File: config.mk
export PLATFORM = sky130hd
export DESIGN_NAME = acwpc_core
export DESIGN_NICKNAME = d
export VERILOG_FILES = /design/src/shared/acwpc_pkg.sv /design/src/hw/acwpc_axil.sv /design/src/hw/acwpc_core.sv
export SDC_FILE = /design/constraint.sdc
export NUM_CORES = 1
export LEC_CHECK = 0
export BUFFER_PORTS_ARGS = -buffer_cell sky130_fd_sc_hd__buf_4
export CAP_MARGIN = 0
export CORE_UTILIZATION = 45
export DETAILED_ROUTE_END_ITERATION = 6
export PLACE_DENSITY = 0.66
export SLEW_MARGIN = 20
export SYNTH_ARGS = -nofsm -noshare
export SYNTH_HDL_FRONTEND = slang
export SYNTH_SLANG_ARGS = --single-unit
File: constraint.sdc
create_clock -name core_clk -period 4.5 [get_ports core_clk]
set_clock_uncertainty 0.05 [all_clocks]
set_input_delay 0.45 -clock core_clk [delete_from_list [all_inputs] [get_ports core_clk]]
set_output_delay 0.45 -clock core_clk [all_outputs]
set_load 0.02 [all_outputs]
File: src/shared/acwpc_pkg.sv
// Purpose: shared constants and types for the converter configuration word and power control block
// Assumes: 125 MHz core clock, serial link sampled by the core clock
// Notes: register map is reached over an AXI4-Lite slave
package acwpc_pkg;

	// ==========================================================
	// register map (byte addresses)
	localparam logic [7:0]  ACWPC_ADDR_CTRL   = 8'h00;
	localparam logic [7:0]  ACWPC_ADDR_STATUS = 8'h04;
	localparam logic [7:0]  ACWPC_ADDR_CONFIG = 8'h08;
	localparam logic [7:0]  ACWPC_ADDR_RESULT = 8'h0C;
	localparam logic [7:0]  ACWPC_ADDR_NEXT   = 8'h10;
	localparam logic [1:0]  ACWPC_RESP_OKAY   = 2'h0;
	localparam logic [1:0]  ACWPC_RESP_SLVERR = 2'h2;

	// ==========================================================
	// configuration word fields, msb first on the wire
	localparam int ACWPC_WORD_BITS   = 8;
	localparam int ACWPC_RES_BITS    = 16;
	localparam int ACWPC_BIT_SGL     = 7;
	localparam int ACWPC_BIT_ODD     = 6;
	localparam int ACWPC_BIT_SEL1    = 5;
	localparam int ACWPC_BIT_SEL0    = 4;
	localparam int ACWPC_BIT_LIGHT   = 1;
	localparam int ACWPC_BIT_DEEP    = 0;
	localparam logic [4:0] ACWPC_CNT_WORD  = 5'h08;
	localparam logic [4:0] ACWPC_CNT_WAKE  = 5'h02;
	localparam logic [4:0] ACWPC_CNT_LAST  = 5'h10;
	localparam logic [7:0] ACWPC_CFG_RESET = 8'h80;
	localparam logic [8:0] ACWPC_COMMON_SEL = 9'h100;

	// ==========================================================
	// timing
	localparam int ACWPC_CLK_MHZ       = 125;
	localparam int ACWPC_CONV_NS       = 4000;
	localparam int ACWPC_CONV_CYC      = (ACWPC_CONV_NS * ACWPC_CLK_MHZ + 999) / 1000;
	localparam logic [9:0] ACWPC_CONV_CNT = 10'(ACWPC_CONV_CYC);

	typedef enum logic [1:0]
	{
		ACWPC_PWR_ON    = 2'b00,
		ACWPC_PWR_LIGHT = 2'b01,
		ACWPC_PWR_DEEP  = 2'b11
	} acwpc_pwr_t;

	typedef struct packed
	{
		logic       single;
		logic       odd;
		logic [1:0] sel;
		logic       light;
		logic       deep;
	} acwpc_cfg_t;

	typedef struct packed
	{
		logic [8:0] pos_sel;
		logic [8:0] neg_sel;
	} acwpc_mux_t;

	typedef struct packed
	{
		logic        awready;
		logic        wready;
		logic        bvalid;
		logic [1:0]  bresp;
		logic        arready;
		logic        rvalid;
		logic [31:0] rdata;
		logic [1:0]  rresp;
		logic        aw_seen;
		logic        w_seen;
		logic [7:0]  aw_addr;
		logic [31:0] wdata;
		logic [3:0]  wstrb;
	} acwpc_bus_t;

	// ==========================================================
	// decode helpers
	function automatic acwpc_cfg_t acwpc_decode(input logic [7:0] w);
		acwpc_cfg_t c;
		c.single = w[ACWPC_BIT_SGL];
		c.odd    = w[ACWPC_BIT_ODD];
		c.sel    = {w[ACWPC_BIT_SEL1], w[ACWPC_BIT_SEL0]};
		c.light  = w[ACWPC_BIT_LIGHT];
		c.deep   = w[ACWPC_BIT_DEEP];
		return c;
	endfunction

	function automatic acwpc_pwr_t acwpc_pwr_of(input acwpc_cfg_t c);
		if (c.deep)
			return ACWPC_PWR_DEEP;
		else if (c.light)
			return ACWPC_PWR_LIGHT;
		else
			return ACWPC_PWR_ON;
	endfunction

endpackage
File: src/hw/acwpc_axil.sv
// Purpose: AXI4-Lite register slave for the configuration block
// Assumes: one write and one read at most under way
// Notes: unmapped addresses answer SLVERR, reads of them return zero
`timescale 1ns/1ps
module acwpc_axil
(
	input  wire logic                    core_clk,
	input  wire logic                    rst_b,
	input  wire logic [7:0]              s_awaddr,
	input  wire logic                    s_awvalid,
	input  wire logic [31:0]             s_wdata,
	input  wire logic [3:0]              s_wstrb,
	input  wire logic                    s_wvalid,
	input  wire logic                    s_bready,
	input  wire logic [7:0]              s_araddr,
	input  wire logic                    s_arvalid,
	input  wire logic                    s_rready,
	input  wire logic [31:0]             status_word,
	input  wire logic [31:0]             config_word,
	input  wire logic [31:0]             result_word,
	input  wire logic [31:0]             next_word,
	output acwpc_pkg::acwpc_bus_t         bus,
	output logic                         wr_pulse,
	output logic [7:0]                   wr_addr,
	output logic [31:0]                  wr_data,
	output logic [3:0]                   wr_strb
);
	import acwpc_pkg::*;

	acwpc_bus_t bus_reg;
	acwpc_bus_t bus_next;

	function automatic logic mapped(input logic [7:0] a);
		if (a == ACWPC_ADDR_CTRL)
			return 1'b1;
		else if (a == ACWPC_ADDR_STATUS)
			return 1'b1;
		else if (a == ACWPC_ADDR_CONFIG)
			return 1'b1;
		else if (a == ACWPC_ADDR_RESULT)
			return 1'b1;
		else if (a == ACWPC_ADDR_NEXT)
			return 1'b1;
		else
			return 1'b0;
	endfunction

	always_comb
	begin
		bus_next = bus_reg;
		bus_next.awready = 1'b0;
		bus_next.wready  = 1'b0;
		bus_next.arready = 1'b0;
		if (s_awvalid && !bus_reg.aw_seen && !bus_reg.awready && !bus_reg.bvalid)
			bus_next.awready = 1'b1;
		if (s_awvalid && bus_reg.awready)
		begin
			bus_next.aw_seen = 1'b1;
			bus_next.aw_addr = s_awaddr;
		end
		if (s_wvalid && !bus_reg.w_seen && !bus_reg.wready && !bus_reg.bvalid)
			bus_next.wready = 1'b1;
		if (s_wvalid && bus_reg.wready)
		begin
			bus_next.w_seen = 1'b1;
			bus_next.wdata  = s_wdata;
			bus_next.wstrb  = s_wstrb;
		end
		if (bus_reg.aw_seen && bus_reg.w_seen)
		begin
			bus_next.aw_seen = 1'b0;
			bus_next.w_seen  = 1'b0;
			bus_next.bvalid  = 1'b1;
			bus_next.bresp   = mapped(bus_reg.aw_addr) ? ACWPC_RESP_OKAY : ACWPC_RESP_SLVERR;
		end
		if (bus_reg.bvalid && s_bready)
			bus_next.bvalid = 1'b0;
		if (s_arvalid && !bus_reg.arready && !bus_reg.rvalid)
			bus_next.arready = 1'b1;
		if (s_arvalid && bus_reg.arready)
		begin
			bus_next.rvalid = 1'b1;
			bus_next.rresp  = mapped(s_araddr) ? ACWPC_RESP_OKAY : ACWPC_RESP_SLVERR;
			if (s_araddr == ACWPC_ADDR_STATUS)
				bus_next.rdata = status_word;
			else if (s_araddr == ACWPC_ADDR_CONFIG)
				bus_next.rdata = config_word;
			else if (s_araddr == ACWPC_ADDR_RESULT)
				bus_next.rdata = result_word;
			else if (s_araddr == ACWPC_ADDR_NEXT)
				bus_next.rdata = next_word;
			else
				bus_next.rdata = '0;
		end
		if (bus_reg.rvalid && s_rready)
			bus_next.rvalid = 1'b0;
	end

	always_ff @(posedge core_clk or negedge rst_b)
	begin
		if (!rst_b)
			bus_reg <= '0;
		else
			bus_reg <= bus_next;
	end

	assign bus      = bus_reg;
	assign wr_pulse = bus_reg.aw_seen && bus_reg.w_seen;
	assign wr_addr  = bus_reg.aw_addr;
	assign wr_data  = bus_reg.wdata;
	assign wr_strb  = bus_reg.wstrb;
endmodule

File: src/hw/acwpc_core.sv
// Purpose: serial configuration word capture, mux decode and power mode sequencing
// Assumes: link clock is slow against core_clk; all link inputs are synchronised here
// Notes: the conversion itself is modelled by a fixed busy interval
`timescale 1ns/1ps
// Overview of operation
// first four word bits set mux
// convert between table's plus and minus inputs
// differential: one adjacent pair, polarity selectable
// single-ended measures channel against common return
// both inputs sampled at one instant
// word bits five and six ignored
// light bit alone selects light shutdown
// deep bit wins over light bit
// light: shift out, convert, then power down
// light shutdown starts at conversion end
// light shutdown ends second clock's fall
// host sets light bit every word
// deep shutdown entered sixteenth clock's fall
// host keeps trigger steady in deep shutdown
// wake needs trigger rise, deep bit zero
// host waits recovery interval after wake
// capture eight bits, ignore rest
// shift out on fall, sample on rise
// result returned one transfer later
// select bits pick pair, polarity swaps
// word shifted msb first
module acwpc_core
(
	input  wire logic                    core_clk,
	input  wire logic                    rst_b,
	input  wire logic                    shift_clk,
	input  wire logic                    serial_in,
	input  wire logic                    conversion_trigger,
	output logic                         serial_out,
	output logic                         conversion_active_b,
	output logic [1:0]                   power_mode,
	output logic                         sample_hold,
	output logic [8:0]                   mux_pos_sel,
	output logic [8:0]                   mux_neg_sel,
	input  wire logic [7:0]              s_awaddr,
	input  wire logic                    s_awvalid,
	output logic                         s_awready,
	input  wire logic [31:0]             s_wdata,
	input  wire logic [3:0]              s_wstrb,
	input  wire logic                    s_wvalid,
	output logic                         s_wready,
	output logic [1:0]                   s_bresp,
	output logic                         s_bvalid,
	input  wire logic                    s_bready,
	input  wire logic [7:0]              s_araddr,
	input  wire logic                    s_arvalid,
	output logic                         s_arready,
	output logic [31:0]                  s_rdata,
	output logic [1:0]                   s_rresp,
	output logic                         s_rvalid,
	input  wire logic                    s_rready
);
	import acwpc_pkg::*;

	// ==========================================================
	// state
	typedef struct packed
	{
		logic [1:0]  sck_sync;
		logic [1:0]  sdi_sync;
		logic [1:0]  cnv_sync;
		logic        sck_d;
		logic        cnv_d;
		logic [4:0]  bit_cnt;
		logic [7:0]  shift_in;
		logic [15:0] shift_out;
		logic        out_bit;
		logic [7:0]  word;
		logic        word_ok;
		acwpc_cfg_t  cfg_pend;
		acwpc_cfg_t  cfg_act;
		logic [15:0] result;
		logic [15:0] next_result;
		logic        busy;
		logic [9:0]  conv_cnt;
		acwpc_pwr_t  pwr;
		logic        light_arm;
		logic        wake_armed;
		logic        hold;
		acwpc_mux_t  mux;
		logic        conv_en;
	} acwpc_state_t;

	acwpc_state_t st_reg;
	acwpc_state_t st_next;

	acwpc_bus_t  bus;
	logic        wr_pulse;
	logic [7:0]  wr_addr;
	logic [31:0] wr_data;
	logic [3:0]  wr_strb;

	function automatic acwpc_mux_t mux_of(input acwpc_cfg_t c);
		acwpc_mux_t m;
		logic [3:0] even;
		logic [3:0] odd;
		even = {1'b0, c.sel, 1'b0};
		odd  = {1'b0, c.sel, 1'b1};
		m.pos_sel = '0;
		m.neg_sel = '0;
		if (c.single)
		begin
			m.pos_sel[c.odd ? odd : even] = 1'b1;
			m.neg_sel = ACWPC_COMMON_SEL;
		end
		else
		begin
			m.pos_sel[c.odd ? odd : even] = 1'b1;
			m.neg_sel[c.odd ? even : odd] = 1'b1;
		end
		return m;
	endfunction

	wire sck_rise = st_reg.sck_sync[1] && !st_reg.sck_d;
	wire sck_fall = !st_reg.sck_sync[1] && st_reg.sck_d;
	wire cnv_rise = st_reg.cnv_sync[1] && !st_reg.cnv_d;

	// ==========================================================
	// sequencing
	always_comb
	begin
		st_next = st_reg;
		st_next.sck_sync = {st_reg.sck_sync[0], shift_clk};
		st_next.sdi_sync = {st_reg.sdi_sync[0], serial_in};
		st_next.cnv_sync = {st_reg.cnv_sync[0], conversion_trigger};
		st_next.sck_d = st_reg.sck_sync[1];
		st_next.cnv_d = st_reg.cnv_sync[1];
		st_next.hold  = 1'b0;
		if (sck_rise && st_reg.bit_cnt < ACWPC_CNT_WORD)
		begin
			st_next.shift_in = {st_reg.shift_in[6:0], st_reg.sdi_sync[1]};
			if (st_reg.bit_cnt == ACWPC_CNT_WORD - 5'h01)
			begin
				st_next.word     = {st_reg.shift_in[6:0], st_reg.sdi_sync[1]};
				st_next.cfg_pend = acwpc_decode({st_reg.shift_in[6:0], st_reg.sdi_sync[1]});
				st_next.word_ok  = 1'b1;
			end
		end
		if (sck_fall && st_reg.bit_cnt < ACWPC_CNT_LAST)
		begin
			st_next.bit_cnt   = st_reg.bit_cnt + 5'h01;
			st_next.out_bit   = st_reg.shift_out[15];
			st_next.shift_out = {st_reg.shift_out[14:0], 1'b0};
			if (st_reg.bit_cnt + 5'h01 == ACWPC_CNT_WAKE && st_reg.pwr == ACWPC_PWR_LIGHT)
				st_next.pwr = ACWPC_PWR_ON;
			if (st_reg.bit_cnt + 5'h01 == ACWPC_CNT_LAST && st_reg.word_ok)
			begin
				if (st_reg.cfg_pend.deep)
					st_next.pwr = ACWPC_PWR_DEEP;
				else if (st_reg.pwr == ACWPC_PWR_DEEP && st_reg.wake_armed)
				begin
					st_next.pwr        = ACWPC_PWR_ON;
					st_next.wake_armed = 1'b0;
				end
			end
		end
		// a trigger while in deep shutdown arms the wake and starts no conversion
		// the wake trigger still opens a transfer, so the deep-bit-zero word can be taken
		if (cnv_rise && st_reg.pwr == ACWPC_PWR_DEEP)
		begin
			st_next.wake_armed = 1'b1;
			st_next.bit_cnt    = '0;
			st_next.word_ok    = 1'b0;
			st_next.out_bit    = st_reg.result[15];
			st_next.shift_out  = {st_reg.result[14:0], 1'b0};
		end
		else if (cnv_rise && !st_reg.busy && st_reg.conv_en)
		begin
			st_next.busy      = 1'b1;
			st_next.hold      = 1'b1;
			st_next.conv_cnt  = ACWPC_CONV_CNT;
			st_next.cfg_act   = st_reg.cfg_pend;
			st_next.mux       = mux_of(st_reg.cfg_pend);
			st_next.light_arm = (acwpc_pwr_of(st_reg.cfg_pend) == ACWPC_PWR_LIGHT);
			st_next.bit_cnt   = '0;
			st_next.word_ok   = 1'b0;
			st_next.out_bit   = st_reg.result[15];
			st_next.shift_out = {st_reg.result[14:0], 1'b0};
		end
		if (st_reg.busy)
		begin
			if (st_reg.conv_cnt == '0)
			begin
				st_next.busy   = 1'b0;
				st_next.result = st_reg.next_result;
				// deep shutdown requested meanwhile must not be undone by a late light entry
				if (st_reg.light_arm && st_next.pwr != ACWPC_PWR_DEEP)
					st_next.pwr = ACWPC_PWR_LIGHT;
				st_next.light_arm = 1'b0;
			end
			else
				st_next.conv_cnt = st_reg.conv_cnt - 10'h001;
		end
		if (wr_pulse && wr_addr == ACWPC_ADDR_CTRL && wr_strb[0])
			st_next.conv_en = wr_data[0];
		if (wr_pulse && wr_addr == ACWPC_ADDR_NEXT)
			st_next.next_result = wr_data[15:0];
	end

	always_ff @(posedge core_clk or negedge rst_b)
	begin
		if (!rst_b)
		begin
			st_reg          <= '0;
			st_reg.cfg_pend <= acwpc_decode(ACWPC_CFG_RESET);
			st_reg.cfg_act  <= acwpc_decode(ACWPC_CFG_RESET);
			st_reg.conv_en  <= 1'b1;
			st_reg.pwr      <= ACWPC_PWR_ON;
			st_reg.bit_cnt  <= ACWPC_CNT_LAST;
		end
		else
			st_reg <= st_next;
	end

	// ==========================================================
	// register bus
	acwpc_axil u_axil
	(
		.core_clk    (core_clk),
		.rst_b       (rst_b),
		.s_awaddr    (s_awaddr),
		.s_awvalid   (s_awvalid),
		.s_wdata     (s_wdata),
		.s_wstrb     (s_wstrb),
		.s_wvalid    (s_wvalid),
		.s_bready    (s_bready),
		.s_araddr    (s_araddr),
		.s_arvalid   (s_arvalid),
		.s_rready    (s_rready),
		.status_word ({24'h00_0000, st_reg.bit_cnt, st_reg.busy, st_reg.pwr}),
		.config_word ({16'h0000, st_reg.cfg_act, 2'b00, st_reg.word}),
		.result_word ({16'h0000, st_reg.result}),
		.next_word   ({16'h0000, st_reg.next_result}),
		.bus         (bus),
		.wr_pulse    (wr_pulse),
		.wr_addr     (wr_addr),
		.wr_data     (wr_data),
		.wr_strb     (wr_strb)
	);

	assign serial_out          = st_reg.out_bit;
	assign conversion_active_b = !st_reg.busy;
	assign power_mode          = st_reg.pwr;
	assign sample_hold         = st_reg.hold;
	assign mux_pos_sel         = st_reg.mux.pos_sel;
	assign mux_neg_sel         = st_reg.mux.neg_sel;
	assign s_awready           = bus.awready;
	assign s_wready            = bus.wready;
	assign s_bresp             = bus.bresp;
	assign s_bvalid            = bus.bvalid;
	assign s_arready           = bus.arready;
	assign s_rdata             = bus.rdata;
	assign s_rresp             = bus.rresp;
	assign s_rvalid            = bus.rvalid;
endmodule

# Word-level counts from Yosys, hierarchy flattened
# Cells that the tools add are included.
[totals]
out_inout_bits = 64
register_bits = 193
[classes]
bitwise = 1
n_lt_le_gt_ge = 6
n_eq_ne = 16
muxes = 70
reduce_logical = 60
add_sub_neg = 2
[ops]
columns = ["op", "count"]
rows = [
  ["$mux W32", 3],
  ["$mux W17", 3],
  ["$mux W19", 2],
  ["$mux W35", 1],
  ["$mux W1", 34],
  ["$eq A8 B4 Y1 const B", 4],
  ["$logic_and A1 B1 Y1", 31],
  ["$mux W2", 12],
  ["$mux W11", 2],
  ["$eq A8 B3 Y1 const B", 2],
  ["$eq A8 B5 Y1 const B", 2],
  ["$logic_not A8 Y1", 2],
  ["$mux W16", 1],
  ["$mux W5", 3],
  ["$mux W14", 1],
  ["$mux W7", 2],
  ["$reduce_bool A2 Y1", 7],
  ["$logic_not A1 Y1", 11],
  ["$logic_not A10 Y1", 1],
  ["$lt A3 B5 Y1 const B", 2],
  ["$mux W10", 1],
  ["$sub A10 B1 Y10 const B", 1],
  ["$mux W9", 1],
  ["$reduce_bool A3 Y1", 3],
  ["other kinds (16)", 23],
]

# Logic depth before layout (Yosys ltp)
[depth]
ltp_word = 13
mapped_depth = 7

# Modules after synthesis
# Synthesis repeated with hierarchy kept, for this count alone.
[unflattened]
cells_unflattened = 856
area_unflattened_um2 = 10512.6
[by_module_without_submodules]
columns = ["mod", "n_inst", "cells_per_inst", "area_each_um2"]
rows = [
  ["acwpc_axil", 1, 441, 5496.5],
  ["acwpc_core", 1, 415, 5016.1],
]

# Least setup slack after synthesis
# Ideal clock, no wire load.
[synth_timing]
path_kind = "flip-flop to flip-flop"
startpoint = "reg st_reg[24] in the netlist's numbering"
endpoint = "reg st_reg[27] in the netlist's numbering"
stages_incl_launch_ff = 7
path_buffers = 0
t_arrival_ps = 1797
slack_ps = 2532
required_time_ps = 4329
synth_period_minus_slack_ps = 1968
path_cell_list = "dfrtp_1 > inv_1 > ha_1 > or4b_4 > o31ai_4 > inv_1 > a22o_1"
[synth_lines]
columns = ["item", "line", "rtl"]
rows = [
  ["from (decl)", "acwpc_core.sv:89", "acwpc_state_t st_reg;"],
  ["from (signal assigned)", "acwpc_core.sv:217", "st_reg <= st_next;"],
]

# Worst setup path after layout
[layout_timing]
startpoint = "reg st_reg[116] in the netlist's numbering"
endpoint = "reg st_reg[80] in the netlist's numbering"
[layout_via]
elab_chain_cells = 3
word_cells_on_any_way = 4
cone_classes = "1 x order compare; 1 x eq/ne; 2 x reduce/logical"
[layout_lines]
columns = ["item", "line", "rtl"]
rows = [
  ["$lt A5 B4 Y1", "acwpc_core.sv:134", "if (sck_rise && st_reg.bit_cnt < ACWPC_CNT_WORD)"],
  ["$logic_and A1 B1 Y1", "acwpc_core.sv:134", ""],
  ["$reduce_and A2 Y1 (no source line) (*)", "n/a", ""],
]
# Mark *: on every way between the ends. The rest lies on a longest branch, timed or not.
# A chain may end at the register's enable or synchronous reset.

==> flow_metrics.tcl <==
set metrics [dict create \
    via_count 4900 \
    fillerInstances 1445 \
    clockRootBuffer "clkbuf_16" \
    pwr-share-clk_pct 32.3 \
    place_ws_ps 2137 \
    swShare_pct 30.17 \
    hold_buffers 0 \
    clk_latency_ps 430 \
    die_area_um2 17690 \
    peakVddDrop_v 0.0002900 \
    ant_nets 0 \
    maxCapViolations 0 \
    finalSetupTns_ps 0 \
    start_util_pct 46.25 \
    rows 47 \
    place_inst 915 \
    layout.cells.non_filler 947 \
    cts_tree "built" \
    ys.flop_type "dfrtp_1" \
    p_int_mw 3.278 \
    place_congestion 0.7730 \
    fmax_mhz 422.0 \
    syn2layout_area_growth_pct 13.86 \
    route.detailed.drc 0 \
    period_share_pct 52.66 \
    final-setup-viol-count 0 \
    numClockSinks 168 \
    post-route-util_pct 52.67 \
    firstDrtPassIters 5 \
    worst_hold_slack_ps 45.13 \
    routed_wl_um 15450 \
    slew-limit-headroom_pct 35.96 \
    synth_edf_count 0 \
    synth.avg_cell_area_um2 11.43 \
    grt_pass1_wl_um 25690 \
    cts_buffers 17 \
    reg2reg_depth 3 \
    clk_path_buf_depth 2 \
    io_buffers 87 \
    crit_type "reg2reg" \
    clkSlewWorstSetupHoldPaths_ps 60 \
    crit_fanout 12 \
    grt-ovfl-total 0 \
    grt.total_usage_pct 18.78 \
    largest_register_ff_count 92 \
    status "finished clean" \
    rrSetupSlack_ps 2130 \
    critPathCaptureType "flip-flop" \
    finalInstanceArea_um2 8796 \
    antenna_cells 0 \
    arrival_ps 2630 \
    post-dp-hpwl_um 10850 \
    synth.cell_area_um2 7725 \
    power_switching_mw 1.416 \
    grt_pass1_vias 4962 \
    power_mw 4.694 \
    min_path_type "in2async" \
    die_h_um 133.0 \
    hold_violations 0 \
    drive_above_1_share_pct 29.71 \
    wl_per_cell_um 16.31 \
    fp.coreArea_um2 16700 \
    grt_setup_unrepaired "no" \
    cp-start-kind "flip-flop" \
    viasPerCell 5.174 \
    placed_cell_area_um2 8178 \
    die_w_um 133.0 \
    grt_antenna_before_repair 0 \
    drt_iter0_markers 275 \
    netlist-cell-type-count 54 \
    required_ps 4760 \
    synth_cells 676 \
    ys_warn_count 0 \
    fin_ws_ps 2130 \
    final_nets 780 \
    htree_num_levels 4 \
    pwr-share-seq_pct 45.5 \
    rr_startpoint "st_reg[116]" \
    power_density_nw_per_um2 533.7 \
    comb_power_share_pct 22.1 \
    layout_min_cycle_time_ps 2370 \
    finalMaxSlewViolations 0 \
    io_pins 126 \
    cts_resized 0 \
    yosysSeqAreaShare_pct 54.49 \
    tightest_slew_ps 958.1 \
    p_leak_nw 4.090 \
    synthArstFlopShare_pct 100.0 \
    postCtsSetupRepairBufs 0 \
    ys_ff_latch 168 \
    rr_endpoint "st_reg[80]" \
    grt_max_degree 94 \
]
## cells in the mapped netlist, drive strengths merged (3+ instances only)
cell type / count / share of area (%)
a32oi: 3 / 0.34
and2: 5 / 0.40
a21oi: 22 / 1.4
o211ai: 8 / 0.78
mux2: 72 / 11
nor3b: 5 / 0.49
nor2: 24 / 1.3
nor2b: 3 / 0.24
dfstp: 4 / 1.4
o22ai: 10 / 0.81
nand2b: 16 / 1.3
o31ai: 10 / 1.1
inv: 14 / 0.68
mux2i: 21 / 2.7
nand4: 3 / 0.24
buf: 73 / 6.8
a31oi: 3 / 0.24
nor4: 3 / 0.44
nor4b: 4 / 0.73
xnor2: 4 / 0.45
xor2: 3 / 0.34
nor3: 6 / 0.45
a22oi: 13 / 1.3
nand3: 9 / 0.81
nand2: 86 / 4.3
o41ai: 11 / 1.2
dfrtp: 164 / 53
clkbuf: 18 / 0.87
o21ai: 43 / 2.8
ha: 4 / 0.65
## cell type report
cell class	instances	area [um^2]	area share, %
flip-flops and latches	168	4209	47.85
multi-input cells	421	2947	33.50
repair buffers	92	694.4	7.895
clock buffers	19	442.9	5.036
well taps	220	275.3	3.129
clock inverters	13	175.2	1.991
inverters	14	52.55	0.5974
## metal layers
layer	up-vias	GRT usage (%)	share of wire, %
met5	-	0	0
met4	0	6.641	1.1
met3	11	5.057	5.5
met2	129	29.14	46
met1	2380	25.33	47
li1	2380	-	-
## power by group through the flow
stage | logic (mW) | registers [mW] | clock network (mW)
after floorplan | 0.876 | 2.05 | 0
after global placement | 1.01 | 2.13 | 0
after detailed placement | 1.05 | 2.16 | 0
after CTS | 1.05 | 2.14 | 1.55
after global routing | 1.16 | 2.18 | 1.61
final | 1.04 | 2.14 | 1.52
## worst max-delay path by stage
stage,from,to,depth (start not counted)
after global routing,st_reg[116],st_reg[85],3
final,st_reg[116],st_reg[80],3
after detailed placement,st_reg[116],st_reg[85],3
after CTS,st_reg[116],st_reg[85],3
after global placement,st_reg[116],st_reg[83],3
after floorplan,st_reg[24],st_reg[27],6
## cell usage in the layout (no fill, tap or decap), types with 2 or more instances in the layout
| master | count |
|---|---|
| or4_4 | 2 |
| dfstp_2 | 4 |
| buf_4 | 91 |
| nor2b_1 | 3 |
| clkinv_2 | 6 |
| a22oi_1 | 13 |
| nor3b_1 | 4 |
| conb_1 | 19 |
| a21oi_1 | 21 |
| nand3_1 | 7 |
| mux2_4 | 10 |
| xor2_1 | 3 |
| nor4_1 | 2 |
| mux2i_1 | 21 |
| nor4b_1 | 2 |
| mux2_2 | 62 |
| o211ai_1 | 8 |
| o31ai_1 | 9 |
| o21ai_0 | 42 |
| nand2_1 | 85 |
| xnor2_1 | 4 |
| and2_1 | 5 |
| dfrtp_1 | 164 |
| ha_1 | 4 |
| or3b_2 | 2 |
| nand4_1 | 3 |
| a32oi_1 | 3 |
| nor3_1 | 5 |
| nor2_1 | 23 |
| a31oi_1 | 3 |
| o41ai_1 | 11 |
| inv_1 | 14 |
| bufinv_16 | 4 |
| clkbuf_16 | 17 |
| nand2b_1 | 16 |
| o22ai_1 | 10 |
## cells by family (layout without fill, tap and decap cells)
kind of cell,count (synthesis),in the layout,synth area share (%)
compound gates,127,127,10.46
xor+xnor,7,7,0.7937
fa+ha+maj,4,4,0.6479
buf+inv,105,138,8.357
flops,168,168,54.49
mux,93,93,13.70
other cells,1,19,0.04854
simple gates,171,171,11.50
## critical path: stages, from the launching register on
cell and delay, ps:
dfrtp_1 450, nor4b_2 850, and2_1 520, mux2_2 390
No activity file was read; power rests on OpenSTA's default activity.
